## config.mk

```make
export PLATFORM = sky130hd
export DESIGN_NAME = ssrb_top
export DESIGN_NICKNAME = d
export VERILOG_FILES = /design/src/inc/ssrb_pkg.sv /design/src/hdl/ssrb_top.sv
export SDC_FILE = /design/constraint.sdc
export NUM_CORES = 2
export LEC_CHECK = 0
export ABC_AREA = 1
export BUFFER_PORTS_ARGS = -buffer_cell sky130_fd_sc_hd__buf_2
export CAP_MARGIN = 20
export CELL_PAD_IN_SITES_DETAIL_PLACEMENT = 1
export CELL_PAD_IN_SITES_GLOBAL_PLACEMENT = 1
export CORE_UTILIZATION = 40
export CTS_BUF_LIST = sky130_fd_sc_hd__clkbuf_8
export DETAILED_ROUTE_END_ITERATION = 16
export HOLD_SLACK_MARGIN = 0.08
export PLACE_DENSITY_LB_ADDON = 0.2
export SKIP_CTS_REPAIR_TIMING = 1
export SYNTH_ARGS = -nofsm -noshare
export SYNTH_HDL_FRONTEND = slang
export SYNTH_SLANG_ARGS = --single-unit
```

## constraint.sdc

```tcl
create_clock -name clk_sys -period 4.5 [get_ports clk_sys]
set_clock_uncertainty 0.05 [all_clocks]
set_input_delay 0.225 -clock clk_sys [delete_from_list [all_inputs] [get_ports clk_sys]]
set_output_delay 0.225 -clock clk_sys [all_outputs]
set_load 0.01 [all_outputs]
```

## src/inc/ssrb_pkg.sv

```systemverilog
package ssrb_pkg;
  // register offsets (byte address of the most significant byte)
  localparam logic [5:0] OFS_EWR_ADDR  = 6'h02;
  localparam logic [5:0] OFS_EWR_UPPER = 6'h04;
  localparam logic [5:0] OFS_EWR_LOWER = 6'h06;
  localparam logic [5:0] OFS_EWR_CTRL  = 6'h08;
  localparam logic [5:0] OFS_ERD_ADDR  = 6'h0A;
  localparam logic [5:0] OFS_ERD_CTRL  = 6'h0C;
  localparam logic [5:0] OFS_ERD_UPPER = 6'h0E;
  localparam logic [5:0] OFS_ERD_LOWER = 6'h10;
  localparam logic [5:0] OFS_ACT_CTRL  = 6'h1E;
  localparam logic [5:0] OFS_ANGLE     = 6'h20;
  localparam logic [5:0] OFS_COND      = 6'h22;
  localparam logic [5:0] OFS_FAULTS    = 6'h24;
  localparam logic [5:0] OFS_WARNS     = 6'h26;
  localparam logic [5:0] OFS_KEY       = 6'h3C;

  // field positions
  localparam int BIT_LAUNCH    = 15;
  localparam int BIT_BUSY      = 8;
  localparam int BIT_DONE      = 0;
  localparam int BIT_WIPE_ERR  = 8;
  localparam int BIT_WIPE_WARN = 9;
  localparam int BIT_WIPE_DONE = 10;
  localparam int BIT_PARITY    = 12;
  localparam int BIT_UV_SUM    = 13;
  localparam int BIT_FAULT_SUM = 14;
  localparam int BIT_ROT       = 7;
  localparam int BIT_SDN       = 5;
  localparam int BIT_BDN       = 4;
  localparam int BIT_LBR       = 3;
  localparam int BIT_TRANSDUCER_SELFTEST_RUNNING      = 2;
  localparam int BIT_BIP       = 1;
  localparam int BIT_AOK       = 0;
  localparam int BIT_E_RST     = 0;
  localparam int BIT_E_MSL     = 1;
  localparam int BIT_E_UVA     = 2;
  localparam int BIT_E_UVD     = 3;
  localparam int BIT_E_STF     = 10;
  localparam int BIT_E_WAR     = 11;
  localparam int BIT_W_OVERLAP = 2;
  localparam int BIT_W_XFAIL   = 7;

  // fixed upper nibbles that tag the status words
  localparam logic [3:0] TAG_COND   = 4'h8;
  localparam logic [3:0] TAG_FAULTS = 4'hA;
  localparam logic [3:0] TAG_WARNS  = 4'hB;

  // extended address ranges
  localparam logic [7:0] NV_LO = 8'h00;
  localparam logic [7:0] NV_HI = 8'h1F;
  localparam logic [7:0] SH_LO = 8'h40;
  localparam logic [7:0] SH_HI = 8'h5F;

  // action select codes and trigger bytes
  localparam logic [3:0] ACT_NONE    = 4'h0;
  localparam logic [3:0] ACT_MARG_LO = 4'h1;
  localparam logic [3:0] ACT_MARG_HI = 4'h2;
  localparam logic [3:0] ACT_RELOAD  = 4'h5;
  localparam logic [3:0] ACT_HRESET  = 4'h7;
  localparam logic [3:0] ACT_TST_TR  = 4'h9;
  localparam logic [3:0] ACT_TST_LG  = 4'hA;
  localparam logic [3:0] ACT_TST_BO  = 4'hB;
  localparam logic [7:0] TRIG_TEST   = 8'hB9;
  localparam logic [7:0] TRIG_NVM    = 8'hA5;
  localparam logic [7:0] TRIG_RESET  = 8'h5A;

  // unlock key sequence
  localparam logic [39:0] KEY_SEQ = 40'h00_2781_1F77;

  // timing
  localparam int CLK_NS        = 100;
  localparam int NV_WRITE_MS   = 24;
  localparam int NV_WRITE_CYC  = (NV_WRITE_MS * 1000000) / CLK_NS;
  localparam int NV_READ_NS    = 2000;
  localparam int NV_READ_CYC   = (NV_READ_NS + CLK_NS - 1) / CLK_NS;
  localparam int ACTION_CYC    = 64;
  localparam int BOOT_CYC      = 32;
  localparam logic [11:0] ROT_HYST = 12'h008;

  // serial controller register request
  typedef struct packed {
    logic        wr;
    logic        rd;
    logic [5:0]  addr;
    logic [15:0] wdata;
  } ssrb_req_s;

  typedef enum logic [1:0] {ACT_IDLE = 2'b00, ACT_RUN = 2'b01, ACT_FIN = 2'b11} ssrb_act_e;
endpackage

```

## src/hdl/ssrb_top.sv

```systemverilog
// Overview of operation
// - extended writes: 00-1F nvm, 40-5F shadow, unlocked only
// - nvm extended write lasts about 24 ms
// - write launch sets busy, clears done, reads zero
// - extended read: same ranges, nvm 2 us
// - self-tests 1010/1011, reload or boot clear read address
// - read launch sets busy, clears done, reads zero
// - read result halves valid once done is set
// - trigger byte B9/A5/5A, always reads zero
// - error/warning wipe clears only previously read flags
// - bit 10 clears special/boot done; strobes read zero
// - select 0000 none, 0001/0010 margining
// - reload and hard reset need unlock plus trigger
// - self-tests 1001/1010/1011 start on B9
// - special done drops on trigger, rises, select clears
// - angle word holds 12-bit unsigned angle
// - parity bit makes word odd weight
// - undervoltage summary is masked realtime or
// - fault summary: any unmasked error or warning
// - direction bit from angle with hysteresis
// - error flags sticky until read, then cleared by wipe
// - reset flag on power-on and hard reset only
// - launch while busy raises overlap warning
// - five key writes unlock; key field reads zero
// - failed extended write raises command failure warning
module ssrb_top
  import ssrb_pkg::*;
#(
  parameter int NV_WR_CYCLES = NV_WRITE_CYC
) (
  input  wire logic        clk_sys,
  input  wire logic        sys_rst,
  input  wire ssrb_req_s   reg_req,
  input  wire logic [11:0] angle_in,
  input  wire logic        angle_lock,
  input  wire logic        field_low_in,
  input  wire logic        analog_uv_pin,
  input  wire logic        digital_uv_pin,
  input  wire logic        selftest_fail,
  output logic [15:0]      reg_rdata,
  output logic             reg_rvalid,
  output logic [1:0]       margin_mode,
  output logic             core_reset_pulse
);
  localparam int CW = 18;

  // memories: nonvolatile and shadow, 32 words of 32 bits each
  logic [31:0] nv_mem [0:31];
  logic [31:0] sh_mem [0:31];

  logic [7:0]  ewr_addr_r;
  logic [15:0] ext_write_upper_half_r;
  logic [15:0] ext_write_lower_half_r;
  logic [7:0]  erd_addr_r;
  logic [15:0] ext_read_upper_half_r;
  logic [15:0] ext_read_lower_half_r;
  logic        ext_write_busy_r;
  logic        ext_write_done_r;
  logic        ext_read_busy_r;
  logic        ext_read_done_r;
  logic [CW-1:0] ext_cnt_r;
  logic        ext_wr_nv_r;
  logic        ext_rd_nv_r;
  logic [3:0]  act_sel_r;
  ssrb_act_e   act_state_r;
  logic [CW-1:0] act_cnt_r;
  logic        action_done_r;
  logic        boot_running_r;
  logic        boot_done_r;
  logic [CW-1:0] boot_cnt_r;
  logic [15:0] err_r;
  logic [15:0] err_seen_r;
  logic [15:0] warn_r;
  logic [15:0] warn_seen_r;
  logic        user_unlocked_flag_r;
  logic [2:0]  key_idx_r;
  logic        turn_direction_r;
  logic [11:0] rot_ref_r;
  logic [1:0]  uv_sync1_r;
  logic [1:0]  uv_sync2_r;

  // request decode
  logic wr_hit;
  logic rd_hit;
  assign wr_hit = reg_req.wr;
  assign rd_hit = reg_req.rd;
  logic launch_wr;
  logic launch_rd;
  logic ext_busy;
  logic launch_ext_write;
  logic launch_ext_read;
  assign ext_busy         = ext_write_busy_r | ext_read_busy_r;
  assign launch_wr        = wr_hit && reg_req.addr == OFS_EWR_CTRL && reg_req.wdata[BIT_LAUNCH];
  assign launch_rd        = wr_hit && reg_req.addr == OFS_ERD_CTRL && reg_req.wdata[BIT_LAUNCH];
  assign launch_ext_write = launch_wr && !ext_busy;
  assign launch_ext_read  = launch_rd && !ext_busy;

  function automatic logic in_nv(input logic [7:0] a);
    return a >= NV_LO && a <= NV_HI;
  endfunction
  function automatic logic in_sh(input logic [7:0] a);
    return a >= SH_LO && a <= SH_HI;
  endfunction

  // masks live in shadow word 0: low half for errors, high half for warnings
  logic [15:0] err_mask;
  logic [15:0] warn_mask;
  assign err_mask  = sh_mem[0][15:0];
  assign warn_mask = sh_mem[0][31:16];

  // undervoltage pins are asynchronous, two flops before use
  genvar g;
  generate
    for (g = 0; g < 2; g++) begin : g_uv_sync
      always_ff @(posedge clk_sys) begin
        if (sys_rst) begin
          uv_sync1_r[g] <= 1'b0;
          uv_sync2_r[g] <= 1'b0;
        end else begin
          uv_sync1_r[g] <= g == 0 ? analog_uv_pin : digital_uv_pin;
          uv_sync2_r[g] <= uv_sync1_r[g];
        end
      end
    end
  endgenerate

  // action trigger qualification: code must match the selected action
  logic [7:0] trig;
  logic       act_start;
  assign trig = reg_req.wdata[7:0];
  always_comb begin
    act_start = 1'b0;
    if (wr_hit && reg_req.addr == OFS_ACT_CTRL && act_state_r == ACT_IDLE) begin
      case (act_sel_r)
        ACT_RELOAD:  act_start = trig == TRIG_NVM && user_unlocked_flag_r;
        ACT_HRESET:  act_start = trig == TRIG_RESET && user_unlocked_flag_r;
        ACT_TST_TR,
        ACT_TST_LG,
        ACT_TST_BO:  act_start = trig == TRIG_TEST;
        default:     act_start = 1'b0;
      endcase
    end
  end

  logic act_end;
  logic hard_reset_end;
  logic nv_to_shadow;
  logic lbist_end;
  assign act_end        = act_state_r == ACT_RUN && act_cnt_r == CW'(ACTION_CYC - 1);
  assign hard_reset_end = act_end && act_sel_r == ACT_HRESET;
  assign lbist_end      = act_end && (act_sel_r == ACT_TST_LG || act_sel_r == ACT_TST_BO);
  assign nv_to_shadow   = (act_end && act_sel_r == ACT_RELOAD) ||
                          (boot_running_r && boot_cnt_r == CW'(BOOT_CYC - 1));

  // special action sequencer
  always_ff @(posedge clk_sys) begin
    if (sys_rst) begin
      act_state_r   <= ACT_IDLE;
      act_cnt_r     <= '0;
      act_sel_r     <= ACT_NONE;
      action_done_r <= 1'b0;
    end else begin
      case (act_state_r)
        ACT_IDLE: begin
          if (act_start) begin
            act_state_r   <= ACT_RUN;
            action_done_r <= 1'b0;
            act_cnt_r     <= '0;
          end else if (wr_hit && reg_req.addr == OFS_ACT_CTRL) begin
            act_sel_r <= reg_req.wdata[15:12];
          end
        end
        ACT_RUN: begin
          act_cnt_r <= act_cnt_r + CW'(1);
          if (act_end) begin
            act_state_r <= ACT_FIN;
          end
        end
        ACT_FIN: begin
          act_state_r   <= ACT_IDLE;
          act_sel_r     <= ACT_NONE;
          action_done_r <= 1'b1;
        end
        default: act_state_r <= ACT_IDLE;
      endcase
      // a done event in the same cycle as a wipe wins
      if (wr_hit && reg_req.addr == OFS_ACT_CTRL && reg_req.wdata[BIT_WIPE_DONE] &&
          act_state_r != ACT_FIN) begin
        action_done_r <= 1'b0;
      end
    end
  end

  // boot sequence: copy nvm into shadow then report done
  always_ff @(posedge clk_sys) begin
    if (sys_rst) begin
      boot_running_r <= 1'b1;
      boot_cnt_r     <= '0;
      boot_done_r    <= 1'b0;
    end else if (hard_reset_end) begin
      boot_running_r <= 1'b1;
      boot_cnt_r     <= '0;
      boot_done_r    <= 1'b0;
    end else if (boot_running_r) begin
      boot_cnt_r <= boot_cnt_r + CW'(1);
      if (boot_cnt_r == CW'(BOOT_CYC - 1)) begin
        boot_running_r <= 1'b0;
        boot_done_r    <= 1'b1;
      end
    end else if (wr_hit && reg_req.addr == OFS_ACT_CTRL && reg_req.wdata[BIT_WIPE_DONE]) begin
      boot_done_r <= 1'b0;
    end
  end

  // extended address and data holding registers
  always_ff @(posedge clk_sys) begin
    if (sys_rst) begin
      ewr_addr_r             <= 8'h00;
      ext_write_upper_half_r <= 16'h0000;
      ext_write_lower_half_r <= 16'h0000;
      erd_addr_r             <= 8'h00;
    end else begin
      if (wr_hit && reg_req.addr == OFS_EWR_ADDR) ewr_addr_r <= reg_req.wdata[7:0];
      if (wr_hit && reg_req.addr == OFS_EWR_UPPER) ext_write_upper_half_r <= reg_req.wdata;
      if (wr_hit && reg_req.addr == OFS_EWR_LOWER) ext_write_lower_half_r <= reg_req.wdata;
      if (lbist_end || nv_to_shadow) begin
        erd_addr_r <= 8'h00;
      end else if (wr_hit && reg_req.addr == OFS_ERD_ADDR) begin
        erd_addr_r <= reg_req.wdata[7:0];
      end
    end
  end

  // extended access engine, one access at a time
  logic write_ok;
  logic ext_end;
  assign write_ok = user_unlocked_flag_r && (in_nv(ewr_addr_r) || in_sh(ewr_addr_r));
  assign ext_end  = ext_cnt_r == '0;
  always_ff @(posedge clk_sys) begin
    if (sys_rst) begin
      ext_write_busy_r      <= 1'b0;
      ext_write_done_r      <= 1'b0;
      ext_read_busy_r       <= 1'b0;
      ext_read_done_r       <= 1'b0;
      ext_cnt_r             <= '0;
      ext_wr_nv_r           <= 1'b0;
      ext_rd_nv_r           <= 1'b0;
      ext_read_upper_half_r <= 16'h0000;
      ext_read_lower_half_r <= 16'h0000;
    end else begin
      if (launch_ext_write) begin
        ext_write_busy_r <= 1'b1;
        ext_write_done_r <= 1'b0;
        ext_wr_nv_r      <= write_ok && in_nv(ewr_addr_r);
        ext_cnt_r        <= (write_ok && in_nv(ewr_addr_r)) ? CW'(NV_WR_CYCLES - 1) : '0;
      end else if (launch_ext_read) begin
        ext_read_busy_r <= 1'b1;
        ext_read_done_r <= 1'b0;
        ext_rd_nv_r     <= in_nv(erd_addr_r);
        ext_cnt_r       <= in_nv(erd_addr_r) ? CW'(NV_READ_CYC - 1) : '0;
      end else if (ext_busy) begin
        if (!ext_end) begin
          ext_cnt_r <= ext_cnt_r - CW'(1);
        end else if (ext_write_busy_r) begin
          ext_write_busy_r <= 1'b0;
          ext_write_done_r <= 1'b1;
        end else begin
          ext_read_busy_r <= 1'b0;
          ext_read_done_r <= 1'b1;
          if (ext_rd_nv_r) begin
            {ext_read_upper_half_r, ext_read_lower_half_r} <= nv_mem[erd_addr_r[4:0]];
          end else if (in_sh(erd_addr_r)) begin
            {ext_read_upper_half_r, ext_read_lower_half_r} <= sh_mem[erd_addr_r[4:0]];
          end else begin
            {ext_read_upper_half_r, ext_read_lower_half_r} <= 32'h0000_0000;
          end
        end
      end
    end
  end

  // memory updates: write completion and nvm-to-shadow copies
  always_ff @(posedge clk_sys) begin
    if (ext_write_busy_r && ext_end && write_ok) begin
      if (ext_wr_nv_r) nv_mem[ewr_addr_r[4:0]] <= {ext_write_upper_half_r, ext_write_lower_half_r};
      else sh_mem[ewr_addr_r[4:0]] <= {ext_write_upper_half_r, ext_write_lower_half_r};
    end else if (nv_to_shadow) begin
      for (int i = 0; i < 32; i++) begin
        sh_mem[i] <= nv_mem[i];
      end
    end
  end

  // unlock key sequence; any wrong value restarts the count
  logic [7:0] key_expect;
  assign key_expect = KEY_SEQ[8*(4 - key_idx_r) +: 8];
  always_ff @(posedge clk_sys) begin
    if (sys_rst || hard_reset_end) begin
      key_idx_r            <= 3'd0;
      user_unlocked_flag_r <= 1'b0;
    end else if (wr_hit && reg_req.addr == OFS_KEY) begin
      if (reg_req.wdata[15:8] == key_expect && key_idx_r == 3'd4) begin
        user_unlocked_flag_r <= 1'b1;
        key_idx_r            <= 3'd0;
      end else if (reg_req.wdata[15:8] == key_expect) begin
        key_idx_r <= key_idx_r + 3'd1;
      end else begin
        key_idx_r <= reg_req.wdata[15:8] == KEY_SEQ[39:32] ? 3'd1 : 3'd0;
      end
    end
  end

  // sticky errors: set wins over a wipe in the same cycle
  logic [15:0] err_set;
  logic [15:0] warn_set;
  always_comb begin
    err_set              = 16'h0000;
    err_set[BIT_E_RST]   = hard_reset_end;
    err_set[BIT_E_MSL]   = field_low_in;
    err_set[BIT_E_UVA]   = uv_sync2_r[0];
    err_set[BIT_E_UVD]   = uv_sync2_r[1];
    err_set[BIT_E_STF]   = selftest_fail;
    warn_set                = 16'h0000;
    warn_set[BIT_W_OVERLAP] = (launch_wr || launch_rd) && ext_busy;
    warn_set[BIT_W_XFAIL]   = launch_ext_write && !write_ok;
  end
  always_ff @(posedge clk_sys) begin
    if (sys_rst) begin
      err_r       <= 16'h0001;
      err_seen_r  <= 16'h0000;
      warn_r      <= 16'h0000;
      warn_seen_r <= 16'h0000;
    end else begin
      if (wr_hit && reg_req.addr == OFS_ACT_CTRL && reg_req.wdata[BIT_WIPE_ERR]) begin
        err_r      <= (err_r & ~err_seen_r) | err_set;
        err_seen_r <= 16'h0000;
      end else begin
        err_r <= err_r | err_set;
        if (rd_hit && reg_req.addr == OFS_FAULTS) err_seen_r <= err_r;
      end
      if (wr_hit && reg_req.addr == OFS_ACT_CTRL && reg_req.wdata[BIT_WIPE_WARN]) begin
        warn_r      <= (warn_r & ~warn_seen_r) | warn_set;
        warn_seen_r <= 16'h0000;
      end else begin
        warn_r <= warn_r | warn_set;
        if (rd_hit && reg_req.addr == OFS_WARNS) warn_seen_r <= warn_r;
      end
    end
  end

  // direction with hysteresis: reference moves only after a full step
  logic [11:0] ang_delta;
  assign ang_delta = angle_in - rot_ref_r;
  always_ff @(posedge clk_sys) begin
    if (sys_rst) begin
      turn_direction_r <= 1'b0;
      rot_ref_r        <= 12'h000;
    end else if (!ang_delta[11] && ang_delta >= ROT_HYST) begin
      turn_direction_r <= 1'b0;
      rot_ref_r        <= angle_in;
    end else if (ang_delta[11] && (12'h000 - ang_delta) >= ROT_HYST) begin
      turn_direction_r <= 1'b1;
      rot_ref_r        <= angle_in;
    end
  end

  // summary bits and read words
  logic [15:0] err_view;
  logic        warn_any;
  logic        fault_summary_flag;
  logic        undervoltage_summary;
  logic [15:0] angle_word;
  logic [15:0] cond_word;
  logic [15:0] rd_mux;
  assign warn_any             = |(warn_r & ~warn_mask);
  assign err_view             = {TAG_FAULTS, warn_any, err_r[10:0]};
  assign fault_summary_flag   = |(err_r[10:0] & ~err_mask[10:0]) | warn_any;
  assign undervoltage_summary = (uv_sync2_r[0] & ~err_mask[BIT_E_UVA]) |
                                (uv_sync2_r[1] & ~err_mask[BIT_E_UVD]);
  always_comb begin
    angle_word                = {1'b0, fault_summary_flag, undervoltage_summary, 1'b0, angle_in};
    angle_word[BIT_PARITY]    = ~(^angle_word);
    cond_word                 = {TAG_COND, 2'b00, nv_mem[31][1:0], 8'h00};
    cond_word[BIT_ROT]        = turn_direction_r;
    cond_word[BIT_SDN]        = action_done_r;
    cond_word[BIT_BDN]        = boot_done_r;
    cond_word[BIT_LBR]        = act_state_r != ACT_IDLE && act_sel_r[1];
    cond_word[BIT_TRANSDUCER_SELFTEST_RUNNING]       = act_state_r != ACT_IDLE && act_sel_r[0] && act_sel_r[3];
    cond_word[BIT_BIP]        = boot_running_r;
    cond_word[BIT_AOK]        = angle_lock;
    case (reg_req.addr)
      OFS_EWR_ADDR:  rd_mux = {8'h00, ewr_addr_r};
      OFS_EWR_UPPER: rd_mux = ext_write_upper_half_r;
      OFS_EWR_LOWER: rd_mux = ext_write_lower_half_r;
      OFS_EWR_CTRL:  rd_mux = {7'h00, ext_write_busy_r, 7'h00, ext_write_done_r};
      OFS_ERD_ADDR:  rd_mux = {8'h00, erd_addr_r};
      OFS_ERD_CTRL:  rd_mux = {7'h00, ext_read_busy_r, 7'h00, ext_read_done_r};
      OFS_ERD_UPPER: rd_mux = ext_read_upper_half_r;
      OFS_ERD_LOWER: rd_mux = ext_read_lower_half_r;
      OFS_ACT_CTRL:  rd_mux = {act_sel_r, 12'h000};
      OFS_ANGLE:     rd_mux = angle_word;
      OFS_COND:      rd_mux = cond_word;
      OFS_FAULTS:    rd_mux = err_view;
      OFS_WARNS:     rd_mux = {TAG_WARNS, warn_r[11:0]};
      OFS_KEY:       rd_mux = {15'h0000, user_unlocked_flag_r};
      default:       rd_mux = 16'h0000;
    endcase
  end

  // registered outputs
  always_ff @(posedge clk_sys) begin
    if (sys_rst) begin
      reg_rdata        <= 16'h0000;
      reg_rvalid       <= 1'b0;
      margin_mode      <= 2'b00;
      core_reset_pulse <= 1'b0;
    end else begin
      reg_rdata        <= rd_hit ? rd_mux : 16'h0000;
      reg_rvalid       <= rd_hit;
      margin_mode      <= (act_sel_r == ACT_MARG_LO || act_sel_r == ACT_MARG_HI) ? act_sel_r[1:0] : 2'b00;
      core_reset_pulse <= hard_reset_end;
    end
  end
endmodule // ssrb_top

```

# Word-level counts from Yosys, hierarchy flattened
# Memories as Yosys holds them, arrays and structs flattened. A register that Yosys moved wholly into a read port is not among the register bits.
# Index checks and enable logic that the tools add are counted.
[classes]
n_reduce_logical = 91
eq_ne = 39
n_bitwise = 25
magnitude_cmp = 10
n_mux = 63
add_sub_neg = 7
shifts = 1
[op_table]
columns = ["operator", "count"]
rows = [
  ["$pmux W16 S14", 1],
  ["$mux W18", 6],
  ["$mux W16", 6],
  ["$and A16 B16 Y16", 3],
  ["$not A16 Y16", 3],
  ["$logic_and A1 B1 Y1", 42],
  ["$shiftx A40 B33 Y8 const A", 1],
  ["$add A18 B1 Y18 const B", 2],
  ["$pmux W18 S2", 1],
  ["$mux W32", 1],
  ["$or A16 B11 Y16", 2],
  ["$or A16 B8 Y16", 2],
  ["$reduce_or A32 Y1", 1],
  ["$eq A6 B6 Y1 const B", 5],
  ["$mux W1", 30],
  ["$mux W5", 6],
  ["$eq A6 B4 Y1 const B", 4],
  ["$ge A12 B4 Y1 const B", 2],
  ["$mux W12", 2],
  ["$eq A18 B5 Y1 const B", 1],
  ["$eq A18 B6 Y1 const B", 1],
  ["$logic_not A18 Y1", 1],
  ["$reduce_bool A2 Y1", 9],
  ["$reduce_or A2 Y1", 9],
  ["other kinds (50)", 95],
]
[totals]
ff_bits = 254
memories = 2
ramBits = 2048
input_bits = 43
out_inout_bits = 20
[memory_table]
columns = ["memory", "depth", "width", "rd", "rd_clocked_by_memory_dff", "write_ports", "line_no", "source"]
rows = [
  ["nv_mem", 32, 32, 33, 1, 1, "ssrb_top.sv:48", "logic [31:0] nv_mem [0:31];"],
  ["sh_mem", 32, 32, 2, 1, 32, "ssrb_top.sv:49", "logic [31:0] sh_mem [0:31];"],
]

# Logic depth before layout (Yosys ltp)
[depth]
depth_word = 9
depth_mapped = 19
depth_no_buf = 18

# Worst setup path before layout
# No wires, ideal clock.
[synth_path]
path_type = "register -> register"
startpoint = "register ext_cnt_r[0]"
endpoint = "memory sh_mem[15][0], enable pin"
path_buffers = 2
setup_ps = 470
stages_incl_launch_ff = 16
period_less_slack_ps = 4948
arrival_time_ps = 4428
slack_ps = -448
cell_sequence = "dfxtp_1 inv_1 ha_1 nand2_1 nor2_4 nand2_2 inv_2 nand4_4 nor2_4 nand3_2 nor2_2 nand2_2 or2_1 buf_6 buf_4 o31ai_1"
[synth_lines]
columns = ["item", "line_no", "source"]
rows = [
  ["start, declared", "ssrb_top.sv:61", "logic [CW-1:0] ext_cnt_r;"],
  ["start signal, assigned", "ssrb_top.sv:255", "ext_cnt_r <= (write_ok && in_nv(ewr_addr_r)) ? CW'(NV_WR_CYCLES - 1) : '0;"],
  ["start signal, assigned", "ssrb_top.sv:260", "ext_cnt_r <= in_nv(erd_addr_r) ? CW'(NV_READ_CYC - 1) : '0;"],
  ["start signal, assigned", "ssrb_top.sv:263", "ext_cnt_r <= ext_cnt_r - CW'(1);"],
  ["end, declared", "ssrb_top.sv:49", ""],
]

# Worst setup path after layout
[layout_path]
startpoint = "input reg_req[16] in the netlist's numbering"
endpoint = "register erd_addr_r[7]"
[layout_between]
elab_chain_len = 2
[layout_lines]
columns = ["item", "line_no", "source"]
rows = [
  ["start, declared", "ssrb_top.sv:33", "input wire ssrb_req_s reg_req,"],
  ["$eq A6 B4 Y1", "ssrb_top.sv:228", "end else if (wr_hit && reg_req.addr == OFS_ERD_ADDR) begin"],
  ["$logic_and A1 B1 Y1", "ssrb_top.sv:228", ""],
  ["end signal, assigned", "ssrb_top.sv:229", "erd_addr_r <= reg_req.wdata[7:0];"],
  ["end, declared", "ssrb_top.sv:54", "logic [7:0] erd_addr_r;"],
]
# Every way passes these cells.
# A chain may end at the register's enable or synchronous reset.

==> impl_metrics.ini <==
[status]
status = finished, violations left
violations = negative setup slack

[worst_setup_path]
crit_path_top_delay_cell = dlygate4sd3_1
arrival_ns = 5.54
cpMostUsedCell = dlygate4sd3_1
crit_fanout = 16
crit_path_end_kind = flop
cp_top_family = buffers and inverters
worst_path_largest_cell_delay_ns = 0.65
cp.required_ns = 5.52
critPathBufInv = 11
crit_type = in -> reg
start_kind = input port
path_cells = dlygate4sd3_1 -> buf_2 -> dlygate4sd3_1 -> inv_1 -> nand2_1 -> dlygate4sd3_1 -> inv_1 -> nand2_1 -> dlygate4sd3_1 -> nor2_1 -> dlygate4sd3_1 -> buf_4 -> nand3_1 -> dlygate4sd3_1 -> a21oi_1 -> dlygate4sd3_1

[grt]
antenna_found_initial = 10
grt_max_degree = 202
grt_pass1_wl_microns = 588600
grt_pass1_vias = 85279
gr-total-overflow = 0
grtUsageTotal_pct = 31.19

[clocking]
path_clk_slew_ns = 0.06
numCtsBuffers = 409
htreeDepth = 5
cts_sinks = 2297
cts-root-buf = clkbuf_8
clk_latency_ns = 1.15
cts_tree = done
cts_buffer_depth = 4

[detailed_routing]
drt_pass1_iterations = 6
drtAntennaViolNets = 0
vias = 85185
avgViaCountPerCell = 6.142
initialDrtViolationCount = 9400
wl_microns = 413100
wire_per_inst_microns = 29.78
drc = 0

[logic_synthesis]
syn_inst = 10096
synth_nets = 10157
synthAdderAreaFrac_pct = 0.2272
synth_cell_types = 57
avgSynthCellArea_sq_um = 10.15
async_flop_share_pct = 0
yosys_warnings = 0
synth-xor-area-share_pct = 0.2907
seq_area_frac_synth_pct = 64.91
ys_ff_latch = 2297
ys.flop_type = edfxtp_1
muxShareOfSynthArea_pct = 0
syn_area_sq_um = 102400
yosys.area_share.simple_pct = 17.48
synth_compound_area_share_pct = 12.66
synth_edf_count = 2048
synth_top_family_by_area = simple AND/OR/NAND/NOR gates

[place]
port_buffers = 62
place_ws_ns = 0.4801
gp_congestion = 0.8740
hpwl_microns = 242100
place_area_sq_um = 108000

[final_layout]
layout_commonest_cell = edfxtp_1
final_nets = 10277
mostFrequentLayoutCells = edfxtp_1, nand2_1, o21ai_0
area_growth_pct = 13.46
final_layout_size_suffix_gt1_share_pct = 9.803
post-route-cell-area_sq_um = 116200

[sta]
setup_viol = 1
finalSetupTns_ns = -0.01821
maxSlewHeadroom_pct = 16.99
fin_crit_ns = 4.518
fmax_mhz = 221.3
fin_ws_ns = -0.01821
hold_violations = 0
worst_pin_slew_ns = 1.245
slew_viol_final = 0
fin_crit_sh_pct = 100.4

[floorplan]
die_area_sq_um = 258100
start_util_pct = 40.26
die_w_microns = 508.0
ios = 63
die_y_microns = 508.0
floorplan.rows = 185
core_area_sq_um = 254400

[power_and_ir_drop]
leakage_uw = 0.04518
ir_drop_v = 0.0002725
power.density_nw_per_um2 = 363.0

[job]
cap_violations = 0

[hold_path]
hold_class = in -> reg
==> worst reg2reg max path: stages (launching register included) <==
cell	delay [ns]
dfxtp_1	0.32
inv_1	0.08
ha_1	0.25
nand2_1	0.16
nor2_4	0.07
nand2_2	0.08
inv_2	0.06
nand4_4	0.08
nor2_4	0.04
nand3_2	0.09
nor2_2	0.11
nand2_8	0.08
buf_4	0.35
buf_4	0.79
buf_4	1.00
nand3_1	0.22
nand2_1	0.14
==> state kept, by name, summed over array words and instances (netlist names), 18 cells and up, named ones only <==
signal,cells
sh_mem,1024
boot_cnt_r,18
nv_mem,1024
act_cnt_r,18
ext_cnt_r,18
==> synth_stat cells (5+ instances only) <==
cell	count	share of area, %
edfxtp_1	2048	60
ha_1	17	0.21
o31ai_1	26	0.19
or2_2	10	0.061
buf_2	219	1.1
inv_1	281	1.0
dfxtp_1	249	4.9
o21bai_1	12	0.088
o22ai_1	531	3.2
nand2_1	1593	5.8
xnor2_1	19	0.16
xor2_1	15	0.13
clkbuf_1	539	2.0
a221oi_1	20	0.17
o21ai_0	1387	6.8
nand3_1	1205	5.9
o211ai_1	37	0.27
nor2_1	1357	5.0
a31oi_1	11	0.067
a21oi_1	189	0.92
a22oi_1	5	0.037
nand4_1	21	0.13
o221ai_1	48	0.41
nor3_1	67	0.33
a211oi_1	28	0.21
nand2_2	13	0.079
nor4_1	11	0.067
buf_1	74	0.27
==> report_power, final <==
| group | internal (uW) | switching (uW) | total [uW] |
|---|---|---|---|
| sequential | 23000 | 32.1 | 23000 |
| combinational | 424 | 912 | 1340 |
| clock | 8990 | 8850 | 17800 |
| total | 32400 | 9790 | 42200 |
==> layout make-up <==
| cell class | count | area [sq um] |
|---|---|---|
| clock buffer | 432 | 5946 |
| tap | 3366 | 4212 |
| timing repair buffer | 548 | 5195 |
| inverter | 289 | 1116 |
| antenna | 7 | 17.52 |
| sequential | 2297 | 66500 |
| clock inverter | 260 | 1169 |
| multi-input combinational | 6671 | 32060 |
| fill | 27823 | 138200 |
==> final timing paths <==
| path | start | to | slack [ns] | cells past startpoint |
|---|---|---|---|---|
| worst min-delay path | reg_req[15] | ext_write_lower_half_r[15] | 0.07 | 4 |
| worst min register to register | uv_sync1_r[0] | err_set[2] | 0.35 | 2 |
| worst max-delay path | reg_req[16] | erd_addr_r[7] | -0.02 | 16 |
| worst max register to register | ext_cnt_r[0] | sh_mem[26][18] | 0.30 | 16 |
==> metrics by stage <==
stage	util, %	hold WS (ns)	cells	power [uW]
global placement	42.44	0.3454	13062	24680
floorplan	-	0.2820	10096	24310
global route	45.68	0.08501	13867	43280
CTS	45.25	-0.8519	13755	42300
detailed placement	42.45	0.3485	13063	24710
finish	45.68	0.06644	13870	42180
==> routing by layer <==
layer | share of wire (%) | routed length [microns] | global-route usage (%)
met2 | 46 | 188500 | 49.60
met3 | 8.3 | 34440 | 4.898
met4 | 5.9 | 24230 | 16.38
met1 | 40 | 165800 | 41.14
met5 | 0 | 0 | 0
==> cells by family (layout without fill, tap and decap cells) <==
| kind of cell | Yosys count | after routing |
|---|---|---|
| AOI/OAI and AO/OA | 2328 | 2328 |
| DFF | 2297 | 2297 |
| and+or+nand+nor | 4291 | 4291 |
| xor gates and xnor gates | 34 | 34 |
| buffers and inverters | 1128 | 1529 |
| other | 0 | 7 |
| adders and majority gates | 18 | 18 |
No activity file was read; power rests on OpenSTA's default activity.
